[src/rtl/amc_pkg.sv]
// Package: register map, field positions and timing constants
package amc_pkg;
    // ------------------------------------------------------------
    // Register addresses and reset values
    // ------------------------------------------------------------
    localparam logic [15:0] MODE_ADDR    = 16'hff80;
    localparam logic [15:0] CHAN_ADDR    = 16'hff81;
    localparam logic [7:0]  MODE_RESET   = 8'h00;
    localparam logic [7:0]  CHAN_RESET   = 8'h00;
    localparam logic [15:0] RESULT_RESET = 16'h0000;

    // ------------------------------------------------------------
    // Mode register field positions, channel and result widths
    // ------------------------------------------------------------
    localparam int RUN_BIT   = 7;
    localparam int TRIG_BIT  = 6;
    localparam int TIME_HI   = 5;
    localparam int TIME_LO   = 3;
    localparam int EDGE_HI   = 2;
    localparam int EDGE_LO   = 1;
    localparam int BOOST_BIT = 0;
    localparam int CHAN_W    = 3;
    localparam int RES_W     = 10;
    localparam int RES_PAD   = 6;

    // ------------------------------------------------------------
    // Conversion lengths in main-clock cycles
    // ------------------------------------------------------------
    localparam logic [7:0] CYC_144 = 8'h90;
    localparam logic [7:0] CYC_120 = 8'h78;
    localparam logic [7:0] CYC_96  = 8'h60;
    localparam logic [7:0] CYC_72  = 8'h48;
    localparam logic [7:0] CYC_60  = 8'h3c;
    localparam logic [7:0] CYC_48  = 8'h30;

    typedef enum logic [1:0] {
        AMC_EDGE_NONE = 2'b00,
        AMC_EDGE_FALL = 2'b01,
        AMC_EDGE_RISE = 2'b10,
        AMC_EDGE_BOTH = 2'b11
    } amc_edge_t;

    typedef enum logic [1:0] {
        AMC_OP_STOP = 2'b00,
        AMC_OP_WAIT = 2'b01,
        AMC_OP_CONV_NOREF = 2'b10,
        AMC_OP_CONV = 2'b11
    } amc_op_t;
endpackage : amc_pkg

[src/rtl/amc_edge_detect.sv]
// Trigger edge detector selecting falling, rising or both edges
`timescale 1ns/1ps
module amc_edge_detect
(
    input  wire logic             clk,
    input  wire logic             arst_n,
    input  wire logic             trig_in,
    input  wire amc_pkg::amc_edge_t edge_sel,
    output logic                  edge_hit
);
    import amc_pkg::*;

    logic prev_ff;

    always_ff @(posedge clk or negedge arst_n)
    begin
        if (!arst_n)
            prev_ff <= 1'b0;
        else
            prev_ff <= trig_in;
    end

    always_comb
    begin
        unique case (edge_sel)
            AMC_EDGE_NONE: edge_hit = 1'b0;
            AMC_EDGE_FALL: edge_hit = prev_ff & ~trig_in;
            AMC_EDGE_RISE: edge_hit = ~prev_ff & trig_in;
            AMC_EDGE_BOTH: edge_hit = prev_ff ^ trig_in;
        endcase
    end
endmodule : amc_edge_detect

[src/rtl/amc_top.sv]
// Converter mode and channel control with conversion timing
//
// Summary of operation
// - Reset clears mode register to zero
// - Mode bit 7 stops or enables conversion
// - Mode bit 6 selects software or trigger start
// - Time code sets conversion cycles
// - Bits 2:1 select trigger edge
// - Bit 0 enables reference booster
// - Run and booster bits form four modes
// - Reset selects analog channel 0
// - Channel bits 2:0 give channel number
// - Mode bit writes allowed; channel byte only
// - Result in upper ten bits, low zero
// - Software start repeats conversions with interrupt
// - Trigger start converts once per edge seen while idle
// - Register write aborts conversion; software start restarts it
`timescale 1ns/1ps
module amc_top
(
    input  wire logic        clk,
    input  wire logic        arst_n,
    input  wire logic [15:0] bus_addr,
    input  wire logic        bus_wr,
    input  wire logic        bus_bit_wr,
    input  wire logic [2:0]  bus_bit_sel,
    input  wire logic [7:0]  bus_wdata,
    input  wire logic        bus_rd,
    output logic      [7:0]  bus_rdata,
    input  wire logic        external_conversion_trigger,
    input  wire logic [9:0]  sar_value,
    output logic      [2:0]  channel_sel,
    output logic             sample_start,
    output logic             booster_on,
    output logic             converting,
    output amc_pkg::amc_op_t op_mode,
    output logic      [15:0] conversion_result,
    output logic             conversion_done_irq
);
    import amc_pkg::*;

    // ------------------------------------------------------------
    // Registers
    // ------------------------------------------------------------
    logic [7:0]           mode_ff;
    logic [CHAN_W-1:0]    chan_ff;
    logic [7:0]           cnt_ff;
    logic                 busy_ff;
    logic                 done_ff;
    logic                 start_ff;
    logic [15:0]          result_ff;
    logic [7:0]           rdata_ff;
    logic                 mode_wr;
    logic                 chan_wr;
    logic                 any_wr;
    logic                 edge_hit;
    logic                 run;
    logic                 hw_start;
    logic                 start_now;
    logic [7:0]           nxt_mode;

    function automatic logic [7:0] time_cycles(input logic [2:0] code);
        unique case (code)
            3'b000:  time_cycles = CYC_144;
            3'b001:  time_cycles = CYC_120;
            3'b010:  time_cycles = CYC_96;
            3'b100:  time_cycles = CYC_72;
            3'b101:  time_cycles = CYC_60;
            3'b110:  time_cycles = CYC_48;
            // Prohibited codes fall back to the longest time
            default: time_cycles = CYC_144;
        endcase
    endfunction : time_cycles

    // Mode takes bit or byte writes, channel byte writes only
    assign mode_wr = (bus_wr | bus_bit_wr) && bus_addr == MODE_ADDR;
    assign chan_wr = bus_wr && bus_addr == CHAN_ADDR;
    assign any_wr  = mode_wr | chan_wr;
    assign run      = mode_ff[RUN_BIT];
    assign hw_start = mode_ff[TRIG_BIT];

    always_comb
    begin
        nxt_mode = mode_ff;
        if (bus_wr)
            nxt_mode = bus_wdata;
        else if (bus_bit_wr)
            nxt_mode[bus_bit_sel] = bus_wdata[0];
    end

    always_ff @(posedge clk or negedge arst_n)
    begin
        if (!arst_n)
            mode_ff <= MODE_RESET;
        else if (mode_wr)
            mode_ff <= nxt_mode;
    end

    always_ff @(posedge clk or negedge arst_n)
    begin
        if (!arst_n)
            chan_ff <= CHAN_RESET[CHAN_W-1:0];
        else if (chan_wr)
            chan_ff <= bus_wdata[CHAN_W-1:0];
    end

    // ------------------------------------------------------------
    // Trigger edge detection
    // ------------------------------------------------------------
    amc_edge_detect amc_edge_detect_inst
    (
        .clk      (clk),
        .arst_n   (arst_n),
        .trig_in  (external_conversion_trigger),
        .edge_sel (amc_edge_t'(mode_ff[EDGE_HI:EDGE_LO])),
        .edge_hit (edge_hit)
    );

    // ------------------------------------------------------------
    // Conversion sequencing
    // ------------------------------------------------------------
    // A write cycle never starts; in software start mode restart follows on the next cycle
    assign start_now = run && !any_wr &&
                       (hw_start ? (edge_hit && !busy_ff)
                                 : (!busy_ff || done_ff));

    always_ff @(posedge clk or negedge arst_n)
    begin
        if (!arst_n)
        begin
            busy_ff <= 1'b0;
            cnt_ff  <= 8'h00;
        end
        else if (any_wr || !run)
        begin
            busy_ff <= 1'b0;
            cnt_ff  <= 8'h00;
        end
        else if (start_now)
        begin
            busy_ff <= 1'b1;
            cnt_ff  <= time_cycles(mode_ff[TIME_HI:TIME_LO])
                       - 8'h01;
        end
        else if (busy_ff && cnt_ff != 8'h00)
            cnt_ff <= cnt_ff - 8'h01;
        else if (busy_ff)
            busy_ff <= 1'b0;
    end

    always_ff @(posedge clk or negedge arst_n)
    begin
        if (!arst_n)
            done_ff <= 1'b0;
        else
            done_ff <= busy_ff && cnt_ff == 8'h01 &&
                       run && !any_wr;
    end

    always_ff @(posedge clk or negedge arst_n)
    begin
        if (!arst_n)
            start_ff <= 1'b0;
        else
            start_ff <= start_now;
    end

    always_ff @(posedge clk or negedge arst_n)
    begin
        if (!arst_n)
            result_ff <= RESULT_RESET;
        else if (done_ff)
            result_ff <= {sar_value, {RES_PAD{1'b0}}};
    end

    always_ff @(posedge clk or negedge arst_n)
    begin
        if (!arst_n)
            rdata_ff <= 8'h00;
        else if (bus_rd)
            rdata_ff <= bus_addr == MODE_ADDR ? mode_ff :
                        bus_addr == CHAN_ADDR ? {5'h00, chan_ff} : 8'h00;
    end

    assign bus_rdata           = rdata_ff;
    assign channel_sel         = chan_ff;
    assign sample_start        = start_ff;
    assign booster_on          = mode_ff[BOOST_BIT];
    assign converting          = busy_ff;
    assign op_mode             = amc_op_t'({run, mode_ff[BOOST_BIT]});
    assign conversion_result   = result_ff;
    assign conversion_done_irq = done_ff;

    // ------------------------------------------------------------
    // Checks
    // ------------------------------------------------------------
    a_stop_idle: assert property (
        @(posedge clk) disable iff (!arst_n)
        !run |=> !busy_ff)
        else $error("busy while stopped");
    a_write_abort: assert property (
        @(posedge clk) disable iff (!arst_n)
        any_wr |=> !busy_ff)
        else $error("write did not abort");
    // Repeat must reload the counter, not merely keep busy high
    a_sw_repeat: assert property (
        @(posedge clk) disable iff (!arst_n)
        done_ff && run && !hw_start && !any_wr
        |=> busy_ff && cnt_ff != 8'h00)
        else $error("software mode did not repeat");
    // Limitation: a trigger in the last cycle is dropped while busy
    a_hw_once: assert property (
        @(posedge clk) disable iff (!arst_n)
        hw_start && busy_ff && cnt_ff == 8'h00 |=> !busy_ff)
        else $error("trigger mode converted twice");
    a_time_48: assert property (
        @(posedge clk) disable iff (!arst_n)
        start_now && mode_ff[TIME_HI:TIME_LO] == 3'b110
        |=> cnt_ff == 8'h2f)
        else $error("wrong conversion length");
    a_result_pad: assert property (
        @(posedge clk) disable iff (!arst_n)
        result_ff[RES_PAD-1:0] == 6'h00)
        else $error("result low bits set");
    a_chan_bus: assert property (
        @(posedge clk) disable iff (!arst_n)
        bus_bit_wr && !bus_wr && bus_addr == CHAN_ADDR
        |=> $stable(chan_ff))
        else $error("bit write changed channel");
    a_done_cnt: assert property (
        @(posedge clk) disable iff (!arst_n)
        done_ff |-> $past(busy_ff, 1))
        else $error("done without count");
endmodule : amc_top

[config.mk]
export PLATFORM = sky130hd
export DESIGN_NAME = amc_top
export DESIGN_NICKNAME = d
export VERILOG_FILES = /design/src/rtl/amc_pkg.sv /design/src/rtl/amc_edge_detect.sv /design/src/rtl/amc_top.sv
export SDC_FILE = /design/constraint.sdc
export NUM_CORES = 1
export LEC_CHECK = 0
export BUFFER_PORTS_ARGS = -buffer_cell sky130_fd_sc_hd__buf_2
export CAP_MARGIN = 10
export CORE_MARGIN = 2
export CORE_UTILIZATION = 50
export CTS_BUF_LIST = sky130_fd_sc_hd__clkbuf_4 sky130_fd_sc_hd__clkbuf_8
export CTS_CLUSTER_DIAMETER = 80
export DETAILED_ROUTE_END_ITERATION = 8
export PLACE_DENSITY_LB_ADDON = 0.3
export SETUP_SLACK_MARGIN = 0.2
export SLEW_MARGIN = 40
export SYNTH_ARGS = -nofsm -noshare
export SYNTH_HDL_FRONTEND = slang
export SYNTH_HIERARCHICAL = 1
export SYNTH_SLANG_ARGS = --single-unit
[constraint.sdc]
create_clock -name clk -period 5 [get_ports clk]
set_clock_uncertainty 0.15 [all_clocks]
set_input_delay 0.25 -clock clk [delete_from_list [all_inputs] [get_ports clk]]
set_output_delay 0.25 -clock clk [all_outputs]
set_load 0.03 [all_outputs]
==> reports/results.env, run 1 <==
CTS_MAX_PATH_BUFFERS=2
LAYOUT-DRIVE-GT1-SHARE=0.359
NUMCLOCKSINKS=41
AREA_DELTA_SYNTH_FINAL_PCT=20.5
WORST-SETUP-PATH-TYPE='reg -> reg'
CLKTRANSATPATHREGS_NS=0.08
CP_BUFS_INVS=1
PLACE_WORST_SETUP_SLACK_NS=2.22
MAXIMUM_NUMBER_OF_PINS_ON_ONE_NET_BEFORE_GLOBAL_ROUTE_REPAIR=42
REG2REG_DEPTH=6
SETUP_REPAIR_AFTER_GLOBAL_ROUTING_MISSED_ITS_MARGIN='no'
SYNTHDISTINCTLIBCELLS=48
TIMING.CRITICAL_PATH.FANOUT_MAX=5
CHIPHEIGHT_UM=73.0
SYNTHESIS.INSTANCES=230
DRV_CAP=0
FIRST_PASS_GRT_WIRE_LENGTH_MM=8.12
SYNTH.YOSYS.WARNINGS=6
STARTPOINT_TYPE='flip-flop'
DRC_ERRORS=0
FINAL_CRITICAL_PATH_SETUP_SLACK_NS=2.59
GRT_PASS1_VIAS=1844
POWER-PER-CELL-AREA_mW_PER_MM2=249
WORSTHOLDENDPOINT='conversion_result[11]$_DFFE_PN0P_'
GRT.TOTAL_USAGE=0.196
IR_WORST_VDD_uV=152
CRITPATHSLOWESTCELL='nor4b_1'
FINALWORSTPATHREQUIREDPERIOD_NS=2.41
CTS.HOLD.BUFFERS_ADDED=2
DIEAREA_MM2=0.00532
CLOCK_TREE.ROOT_CELL='clkbuf_8'
DETAILED_ROUTER_S_FIRST_ITERATION_VIOLATION_COUNT=117
REPORT.FINAL.SLEW_VIOL_COUNT=0
WORST_R2R_STARTPOINT='cnt_ff[0]$_DFFE_PN0P_'
HOLD-PATH-CELL-COUNT=2
HTREE_LEVELS=2
ASYNC_SET_OR_RESET_REGISTER_RATIO_AFTER_SYNTHESIS=1.00
IO_PINS=76
YOSYS_MOST_USED_DFF='dfrtp_1'
YOSYS_REGISTER_BITS=41
LEAKAGEPOWER_nW=1.42
RELSLEWSLACK=0.451
TIMING.CRITICAL_PATH.MAX_DELAY_FAMILY='simple AND/OR/NAND/NOR gates'
SETUP_VIOL_COUNT_FINAL=0
CRITICAL_PATH.ENDPOINT_TYPE='flip-flop'
CRITPATHMAXSTAGEDELAY_NS=0.68
DETAIL_ROUTE.WIRELENGTH_MM=5.04
WORST_HOLD_STARTPOINT='sar_value[5]'
PORTBUFFERS=69
STATUS='finished clean'
TNS_NS=0
CTS_SETUP_BUFFERS=0
DESIGN_POWER_TOTAL_mW=0.713
CRITPATHREQUIREDTIME_NS=5.01
CORE-AREA_MM2=0.00466
SYNTH_ENABLE_FLOP_CELLS=0
MIN-DELAY-PATH-CLASS='in -> reg'
ACHIEVABLE-FREQUENCY_GHz=0.415
INSERTEDDIODECOUNT=0
TIMING.FINAL.HOLD_VIOLATIONS=0
INITIAL_CORE_UTIL=0.510
CRITICAL_PATH_ARRIVAL_NS=2.42
DRT-VIAS-PER-INSTANCE=5.62
CTS_RESIZED=0
GRT_OVERFLOW_TOTAL=0
ROUTED_WIRE_LENGTH_PER_INSTANCE_UM=14.4
POST_SYNTHESIS_CELL_AREA_MM2=0.00238
NUMCTSBUFFERS=5
DIE_X_UM=73.0
ROW_COUNT=25
TRITONCTS='done'
SEQUENTIAL_ELEMENT_SHARE_OF_THE_SYNTHESIZED_AREA=0.432
WORSTMARGINPINSLEW_NS=0.813
LAYOUT_COMMON_CELLS='buf_2 (68), dfrtp_1 (41), mux2_2 (16)'
CRIT-REG2REG-CAPTURE='cnt_ff[0]$_DFFE_PN0P_'
FINALWEIGHTEDCONGESTION=0.779
WORSTPATHCELLLIST='inv_1, ha_1, nor4b_1, a21boi_0, xnor2_1, a21oi_1'
ANT_NETS=0
DP_HPWL_MM=3.69
CLOCK_LATENCY_NS=0.29
LAYOUT.CELLS.MOST_COMMON='buf_2'
SYNTH.AVG_CELL_AREA_UM2=10.3
FIN_NETS=343
VIA_COUNT=1963
REGTOREGSETUPSLACK_NS=2.59
FINAL_MIN_PERIOD_OVER_CLOCK_PERIOD=0.481
NUMBER_OF_ANTENNA_VIOLATIONS_AT_THE_FIRST_CHECK_IN_GLOBAL_ROUTING=0
FIN_UTIL=0.615
FIRST_PASS_ITERS=4
[layout make-up]
type	instances	area [um^2]
fill	408	1800
multi-input combinational	167	1240
sequential	41	1030
timing repair buffer	71	368
clock buffer	5	68.8
clock inverter	3	68.8
tap	54	67.6
inverter	8	30.0
[cells by family (layout without fill, tap and decap cells)]
family,after synthesis,after routing,share of synthesized area
and+or+nand+nor,72,72,0.183
AOI/OAI and AO/OA,56,56,0.172
DFF,41,41,0.432
buffers and inverters,27,87,0.0595
muxes,24,24,0.110
adders and majority gates,6,6,0.0316
xor gates and xnor gates,3,3,0.0111
other,1,6,0.00158
[worst register-to-register path, stage by stage, from the launching register on]
cell and delay [ns]:
dfrtp_1 0.44, inv_1 0.10, ha_1 0.19, nor4b_1 0.68
a21boi_0 0.39, xnor2_1 0.24, a21oi_1 0.09
[how the worst max path moves through the flow]
stage / start / slack [ns] / end / depth (start not counted)
floorplan: bus_addr[1] / 2.95 / mode_ff[0]$_DFFE_PN0P_ / 5
global placement: bus_addr[1] / 2.29 / cnt_ff[3]$_DFFE_PN0P_ / 5
detailed placement: bus_addr[1] / 2.22 / converting$_DFFE_PN0P_ / 5
CTS: bus_addr[1] / 2.53 / converting$_DFFE_PN0P_ / 5
global route: external_conversion_trigger / 2.44 / cnt_ff[4]$_DFFE_PN0P_ / 11
finish: cnt_ff[0]$_DFFE_PN0P_ / 2.59 / cnt_ff[0]$_DFFE_PN0P_ / 6
[metrics by stage]
step	hold WS, ns	std cells	instance area, um^2
after floorplan	-0.196	235	2400
after global placement	0.244	339	2700
after detailed placement	0.107	339	2700
after CTS	0.0225	349	2860
after global routing	0.0251	349	2870
final	0.0316	349	2870
[cells in the mapped netlist (3+ instances only)]
cell type	number	share of area
a211oi_1	12	0.038
a21oi_1	12	0.025
a22o_1	5	0.018
a2bb2oi_2	3	0.019
buf_4	8	0.025
clkbuf_1	8	0.013
dfrtp_1	41	0.43
ha_1	6	0.032
inv_1	8	0.013
mux2_2	16	0.076
mux2i_1	7	0.029
nand2_1	12	0.019
nand2b_1	6	0.016
nand3_1	6	0.013
nor2_1	14	0.022
nor2b_1	7	0.018
nor3_1	7	0.015
nor3_2	4	0.017
o211ai_1	3	0.0095
o21a_1	3	0.0095
o21ai_0	4	0.0084
o21ai_1	3	0.0063
o2bb2ai_1	3	0.011
[registers in the layout, indices dropped and copies added, names as in the netlist]
signal	cells
conversion_done_irq	1
cnt_ff	8
conversion_result	10
bus_rdata	8
mode_ff	8
converting	1
sample_start	1
amc_edge_detect_inst/prev_ff	1
channel_sel	3
[metal layers]
layer | global-route usage | vias to the layer above | routed length (um)
met4 | 0.0617 | 0 | 55
li1 | - | 954 | -
met3 | 0.0387 | 9 | 244
met1 | 0.257 | 941 | 2270
met5 | 0 | - | 0
met2 | 0.328 | 59 | 2470
[power breakdown]
part           leakage, nW  switching (mW)  total, mW  internal (mW)
sequential           0.555        0.000332      0.332          0.332
combinational        0.799          0.0368     0.0595         0.0227
clock               0.0687           0.120      0.321          0.201
total                 1.42           0.157      0.713          0.555
Power figures use the tool's default switching activity.
==> run 2, diff against run 1 <==
clock period = 2.4 ns   (was 5 ns; I/O delays follow)
==> reports/results.env, run 2 (synthesis gave the netlist of run 1 again) <==
LAYOUT_COMMON_CELLS='buf_2 (68), dfrtp_1 (41), dlygate4sd3_1 (21)'
SETUP_REPAIR_AFTER_GLOBAL_ROUTING_MISSED_ITS_MARGIN='no'
CRITICAL_PATH.ENDPOINT_TYPE='flip-flop'
TIMING.CRITICAL_PATH.FANOUT_MAX=9
NUMCTSBUFFERS=5
DP_HPWL_MM=3.73
LAYOUT-DRIVE-GT1-SHARE=0.350
ANT_NETS=0
CRITPATHSLOWESTCELL='dlygate4sd3_1'
VIA_COUNT=2059
REG2REG_DEPTH=4
ROW_COUNT=25
TRITONCTS='done'
DIEAREA_MM2=0.00532
CTS_SETUP_BUFFERS=0
PLACEMENT.CELL_AREA_MM2=0.00275
DETAILED_ROUTER_S_FIRST_ITERATION_VIOLATION_COUNT=88
MIN-DELAY-PATH-CLASS='in -> reg'
GRT.TOTAL_USAGE=0.222
GRT_PASS1_VIAS=1967
DRC_ERRORS=0
TIMING.FINAL.HOLD_VIOLATIONS=0
NUMBER_OF_ANTENNA_VIOLATIONS_AT_THE_FIRST_CHECK_IN_GLOBAL_ROUTING=0
SWITCHINGPOWER_mW=0.337
FINAL_MIN_PERIOD_OVER_CLOCK_PERIOD=0.850
STARTPOINT_TYPE='input port'
POWER_SWITCHING_SHARE=0.240
CRITPATHMAXSTAGEDELAY_NS=0.52
IR_WORST_VDD_uV=363
STATUS='finished clean'
DIE_X_UM=73.0
FIRST_PASS_GRT_WIRE_LENGTH_MM=9.05
P_INT_mW=1.07
RELSLEWSLACK=0.550
SHARE_SEQ_OF_TOTAL_POWER=0.491
CLOCK_POWER_SHARE=0.403
DRT-VIAS-PER-INSTANCE=5.51
FIRST_PASS_ITERS=4
INITIAL_CORE_UTIL=0.510
MAXIMUM_NUMBER_OF_PINS_ON_ONE_NET_BEFORE_GLOBAL_ROUTE_REPAIR=42
POWER-PER-CELL-AREA_mW_PER_MM2=457
AREA_DELTA_SYNTH_FINAL_PCT=29.5
HTREE_LEVELS=2
IO_PINS=76
LAYOUT.CELLS.MOST_COMMON='buf_2'
CHIPHEIGHT_UM=73.0
NUMCLOCKSINKS=41
CRITICAL_PATH_ARRIVAL_NS=2.09
WORSTMARGINPINSLEW_NS=0.665
CORE-AREA_MM2=0.00466
PORTBUFFERS=69
LAYOUT.FILLER_CELLS=353
TNS_NS=0
REPORT.FINAL.SLEW_VIOL_COUNT=0
WORST-SETUP-PATH-TYPE='in -> reg'
FIN_NETS=368
INSERTEDDIODECOUNT=0
CTS_MAX_PATH_BUFFERS=2
FINALWORSTPATHREQUIREDPERIOD_NS=2.04
WORSTPATHCELLLIST='dlygate4sd3_1, buf_2, inv_1, ha_1, nor2b_1, o21ai_1, o21ai_1, nor2b_1, a21o_1, a21oi_1, a211oi_1'
CRITPATHREQUIREDTIME_NS=2.45
DETAIL_ROUTE.WIRELENGTH_MM=5.44
AREA_OF_THE_MULTI_INPUT_GATES_MM2=0.00124
SEQCELLAREA_MM2=0.00103
LEAKAGEPOWER_nW=1.52
CLKTRANSATPATHREGS_NS=0.08
HOLD-PATH-CELL-COUNT=4
CLOCK_TREE.ROOT_CELL='clkbuf_8'
SETUP_VIOL_COUNT_FINAL=0
ACHIEVABLE-FREQUENCY_GHz=0.490
LARGEST_REGISTER_FF_COUNT=10
POWER.COMBINATIONAL.FRACTION=0.105
FINALWEIGHTEDCONGESTION=0.829
DRV_CAP=0
CLOCK_LATENCY_NS=0.30
ROUTED_WIRE_LENGTH_PER_INSTANCE_UM=14.5
GRT_OVERFLOW_TOTAL=0
FIN_AREA_MM2=0.00308
run 2: cell types whose count changed in the layout (fill, tap and decap cells not counted):
cell,before,now
clkinv_4,0,1
o21ai_1,2,3
o21ai_2,1,0
a21oi_1,12,11
clkinvlp_4,0,1
a21boi_1,0,1
inv_6,1,0
dlygate4sd3_1,2,21
a21boi_0,1,0
buf_4,1,7
a21oi_2,0,1
bufinv_16,2,1
run 2: routing by layer:
layer  global-route usage  share of wire  vias to the layer above
li1                     -              -                     1009
met1                0.278           0.42                      986
met2                0.379           0.52                       55
met3               0.0497          0.046                        9
met4               0.0782          0.016                        0
met5                    0              0                        -
run 2: final cells by class:
class | instances | share of cell area
clock inverters | 3 | 0.0150
flip-flops and latches | 41 | 0.333
multi-input cells | 167 | 0.402
clock buffers | 5 | 0.0224
well taps | 54 | 0.0220
inverters | 8 | 0.00976
repair buffers | 96 | 0.196
run 2: critical path, delay by kind of cell:
family          cells  cell delay, ns
compound gates      5            0.80
buf+inv             3            0.68
fa+ha+maj           1            0.27
simple gates        2            0.22
run 2: per-stage QoR:
stage	utilization	power, mW	setup slack, ns	hold WS, ns	cells
after floorplan	-	0.773	0.396	-0.326	235
after global routing	0.660	1.47	0.216	0.121	374
after CTS	0.660	1.43	0.328	0.109	374
final	0.660	1.41	0.361	0.125	374
after detailed placement	0.590	0.827	0.289	-0.0131	345
after global placement	0.588	0.824	0.304	0.111	345
run 2: path summary, 6_finish.rpt:
| check | from | to | slack [ns] |
|---|---|---|---|
| max | external_conversion_trigger | cnt_ff[7]$_DFFE_PN0P_ | 0.36 |
| min | bus_addr[0] | mode_ff[1]$_DFFE_PN0P_ | 0.13 |
| max reg2reg | converting$_DFFE_PN0P_ | cnt_ff[7]$_DFFE_PN0P_ | 0.45 |
| min reg2reg | bus_rdata[2]$_DFFE_PN0P_ | bus_rdata[2]$_DFFE_PN0P_ | 0.34 |
| max in group asynchronous | arst_n | mode_ff[3]$_DFFE_PN0P_ | 1.56 |
| min in group asynchronous | arst_n | conversion_result[11]$_DFFE_PN0P_ | 0.19 |
run 2: what timing repair did:
action,CTS,global route
endpoints found under the setup margin,0,1
hold buffers,21,0
resized for setup,0,2
endpoints found under the hold margin,66,0
run 2: power by group through the flow:
| stage | registers (mW) | clock network [mW] | logic, mW |
|---|---|---|---|
| finish | 0.692 | 0.568 | 0.148 |
| CTS | 0.692 | 0.587 | 0.148 |
| floorplan | 0.706 | 0 | 0.0677 |
| detailed placement | 0.705 | 0 | 0.121 |
| global placement | 0.705 | 0 | 0.118 |
| global route | 0.692 | 0.610 | 0.165 |
==> run 3, diff against run 2 <==
ABC_AREA = 1   (was default)
CORE_UTILIZATION = 48   (was 50)
clock period = 1.7 ns   (was 2.4 ns; I/O delays follow)
==> reports/results.env, run 3 <==
STATUS='finished, violations left'
VIOLATED_CHECKS='negative setup slack'
CRIT-REG2REG-CAPTURE='cnt_ff[6]$_DFFE_PN0P_'
SYNTH.YOSYS.WARNINGS=6
ASYNC_SET_OR_RESET_REGISTER_RATIO_AFTER_SYNTHESIS=1.00
CP_BUFS_INVS=2
LAYOUT_COMMON_CELLS='buf_2 (69), nand2_1 (50), dfrtp_1 (41)'
WHS_NS=0.0234
GRT_PASS1_VIAS=2058
SEQUENTIAL_ELEMENT_SHARE_OF_THE_SYNTHESIZED_AREA=0.429
GRT_OVERFLOW_TOTAL=0
MAXIMUM_NUMBER_OF_PINS_ON_ONE_NET_BEFORE_GLOBAL_ROUTE_REPAIR=42
PORTBUFFERS=69
WORST_HOLD_STARTPOINT='bus_wr'
WORST_R2R_STARTPOINT='amc_edge_detect_inst/prev_ff$_DFF_PN0_'
WORSTHOLDENDPOINT='mode_ff[0]$_DFFE_PN0P_'
REG2REG_DEPTH=11
LAYOUT.CELLS.MOST_COMMON='buf_2'
VIA_COUNT=2186
CRITPATHREQUIREDTIME_NS=1.79
POWER-PER-CELL-AREA_mW_PER_MM2=568
FIRST_PASS_GRT_WIRE_LENGTH_MM=9.05
HTREE_LEVELS=2
STARTPOINT_TYPE='flip-flop'
FINAL_CRITICAL_PATH_SETUP_SLACK_NS=-0.0339
LAYOUT-DRIVE-GT1-SHARE=0.341
NUMBER_OF_ANTENNA_VIOLATIONS_AT_THE_FIRST_CHECK_IN_GLOBAL_ROUTING=0
CHIPHEIGHT_UM=74.6
POST_SYNTHESIS_CELL_AREA_MM2=0.00239
SYNTH_TOP_AREA_SHARE=0.429
YOSYS_REGISTER_BITS=41
CLOCK_LATENCY_NS=0.30
NUMCLOCKSINKS=41
ACHIEVABLE-FREQUENCY_GHz=0.577
INITIAL_CORE_UTIL=0.503
CRITICAL_PATH_ARRIVAL_NS=1.82
SETUP_VIOL_COUNT_FINAL=7
DRV_CAP=0
SYNTHESIS.INSTANCES=278
DP_HPWL_MM=4.00
SETUP_REPAIR_AFTER_GLOBAL_ROUTING_MISSED_ITS_MARGIN='yes'
FINALWORSTPATHREQUIREDPERIOD_NS=1.73
WORST-SETUP-PATH-TYPE='reg -> reg'
DRT-VIAS-PER-INSTANCE=4.85
AREA_DELTA_SYNTH_FINAL_PCT=34.0
SYNTH.AVG_CELL_AREA_UM2=8.60
INSERTEDDIODECOUNT=0
POST-SYNTH-TOP-AREA-CELL='dfrtp_1'
TIMING.CRITICAL_PATH.MAX_DELAY_FAMILY='simple AND/OR/NAND/NOR gates'
CRITICAL_PATH.ENDPOINT_TYPE='flip-flop'
TRITONCTS='done'
ROW_COUNT=25
REGTOREGSETUPSLACK_NS=-0.03
DESIGN_POWER_TOTAL_mW=1.82
NUMCTSBUFFERS=5
SYNTHTOPCELLSBYCOUNT='nand2_1 (53), dfrtp_1 (41), inv_1 (32)'
LAYOUT.FILLER_CELLS=404
DIE_X_UM=74.6
TIMING.CRITICAL_PATH.FANOUT_MAX=6
LEAKAGEPOWER_nW=1.72
REPORT.FINAL.SLEW_VIOL_COUNT=0
HOLD-PATH-CELL-COUNT=4
CLKTRANSATPATHREGS_NS=0.08
IO_PINS=76
CLOCK_TREE.ROOT_CELL='clkbuf_8'
FIRST_PASS_ITERS=4
YOSYS_MOST_USED_DFF='dfrtp_1'
SYNTHDISTINCTLIBCELLS=36
SYNTH_AREA_LEADERS='dfrtp_1 (43%), nand2_1 (8.3%), nand3_1 (6.3%)'
CRITPATHMAXSTAGEDELAY_NS=0.38
CORE-AREA_MM2=0.00475
FIN_NETS=432
GRT.TOTAL_USAGE=0.215
CRITPATHSLOWESTCELL='dfrtp_1'
TIMING.FINAL.HOLD_VIOLATIONS=0
IR_WORST_VDD_uV=278
WORSTPATHCELLLIST='ha_1, inv_1, nand3_1, nand3_1, nand2_2, o21ai_4, nor2_4, nand2_4, inv_6, nand2_1, nand2_1'
LARGEST_REGISTER_FF_COUNT=10
FINAL_MIN_PERIOD_OVER_CLOCK_PERIOD=1.02
CTS_MAX_PATH_BUFFERS=2
DETAILED_ROUTER_S_FIRST_ITERATION_VIOLATION_COUNT=103
MIN-DELAY-PATH-CLASS='in -> reg'
DIEAREA_MM2=0.00556
SYNTH_ENABLE_FLOP_CELLS=0
DETAIL_ROUTE.WIRELENGTH_MM=5.64
ANT_NETS=0
DRC_ERRORS=0
ROUTED_WIRE_LENGTH_PER_INSTANCE_UM=12.5
FINALWEIGHTEDCONGESTION=0.900
YOSYSMOSTFREQUENTCELL='nand2_1'
==> run 3: per-stage QoR <==
stage                     cell area (um^2)  worst slack (ns)  TNS (ns)   util  cells
after floorplan                       2420            0.0952         0      -    283
after global placement                2850            0.0147         0  0.599    417
after detailed placement              2850           -0.0157   -0.0580  0.599    417
after CTS                             3200          -0.00218  -0.00281  0.672    451
after global routing                  3200            -0.134    -0.972  0.674    451
final                                 3200           -0.0339    -0.178  0.674    451
==> run 3: area by class of cell <==
class / count / area [um^2] / area share
clock inverter: 3 / 17.5 / 0.00547
inverter: 37 / 149 / 0.0465
clock buffer: 5 / 68.8 / 0.0215
multi-input combinational: 196 / 1210 / 0.377
sequential: 41 / 1030 / 0.320
timing repair buffer: 102 / 651 / 0.203
tap: 67 / 83.8 / 0.0262
==> run 3: worst max-delay path by stage <==
| stage | slack (ns) | depth (start not counted) | start | to |
|---|---|---|---|---|
| 2_1_floorplan | 0.1 | 10 | amc_edge_detect_inst/prev_ff$_DFF_PN0_ | cnt_ff[0]$_DFFE_PN0P_ |
| 3_3_place_gp | 0.01 | 10 | amc_edge_detect_inst/prev_ff$_DFF_PN0_ | cnt_ff[0]$_DFFE_PN0P_ |
| 3_5_place_dp | -0.02 | 10 | amc_edge_detect_inst/prev_ff$_DFF_PN0_ | cnt_ff[0]$_DFFE_PN0P_ |
| 4_1_cts | -0.002 | 11 | amc_edge_detect_inst/prev_ff$_DFF_PN0_ | cnt_ff[6]$_DFFE_PN0P_ |
| 5_1_grt | -0.13 | 11 | amc_edge_detect_inst/prev_ff$_DFF_PN0_ | cnt_ff[5]$_DFFE_PN0P_ |
| 6_report | -0.03 | 11 | amc_edge_detect_inst/prev_ff$_DFF_PN0_ | cnt_ff[6]$_DFFE_PN0P_ |
==> run 3: power breakdown <==
group          leakage [nW]  switching, mW  internal (mW)
registers             0.561        0.00367          0.981
logic                  1.11          0.120         0.0957
clock network        0.0439          0.335          0.283
total                  1.72          0.459           1.36
==> run 3: kinds of logic after synthesis <==
group                      after synthesis  synth area share
AOI/OAI and AO/OA                       38             0.102
xor gates and xnor gates                 7            0.0256
adders and majority gates                6            0.0314
buffers and inverters                   48            0.0911
DFF                                     41             0.429
muxes                                   10            0.0471
other                                    1           0.00157
and+or+nand+nor                        127             0.272
==> run 3: tightest hold or removal path: stages <==
cell     delay (ns)
buf_2          0.09
inv_2          0.06
a21oi_2        0.13
a21oi_1        0.07
==> run 3: per-layer routing <==
metal  track usage  wire length [um]  vias to the layer above
li1              -                 -                     1114
met1         0.264              2500                     1004
met2         0.363              2760                       56
met3        0.0528               267                       12
met4        0.0833               119                        0
met5             0                 0                        -
==> run 3: timing repair <==
item                                    4_1_cts  5_1_grt
setup buffers                                 1        0
endpoints found under the setup margin       10       10
gates cloned                                  2        0
pin swaps                                     3        0
hold buffers                                 23        0
resized for setup                             5        2
endpoints found under the hold margin        67        0
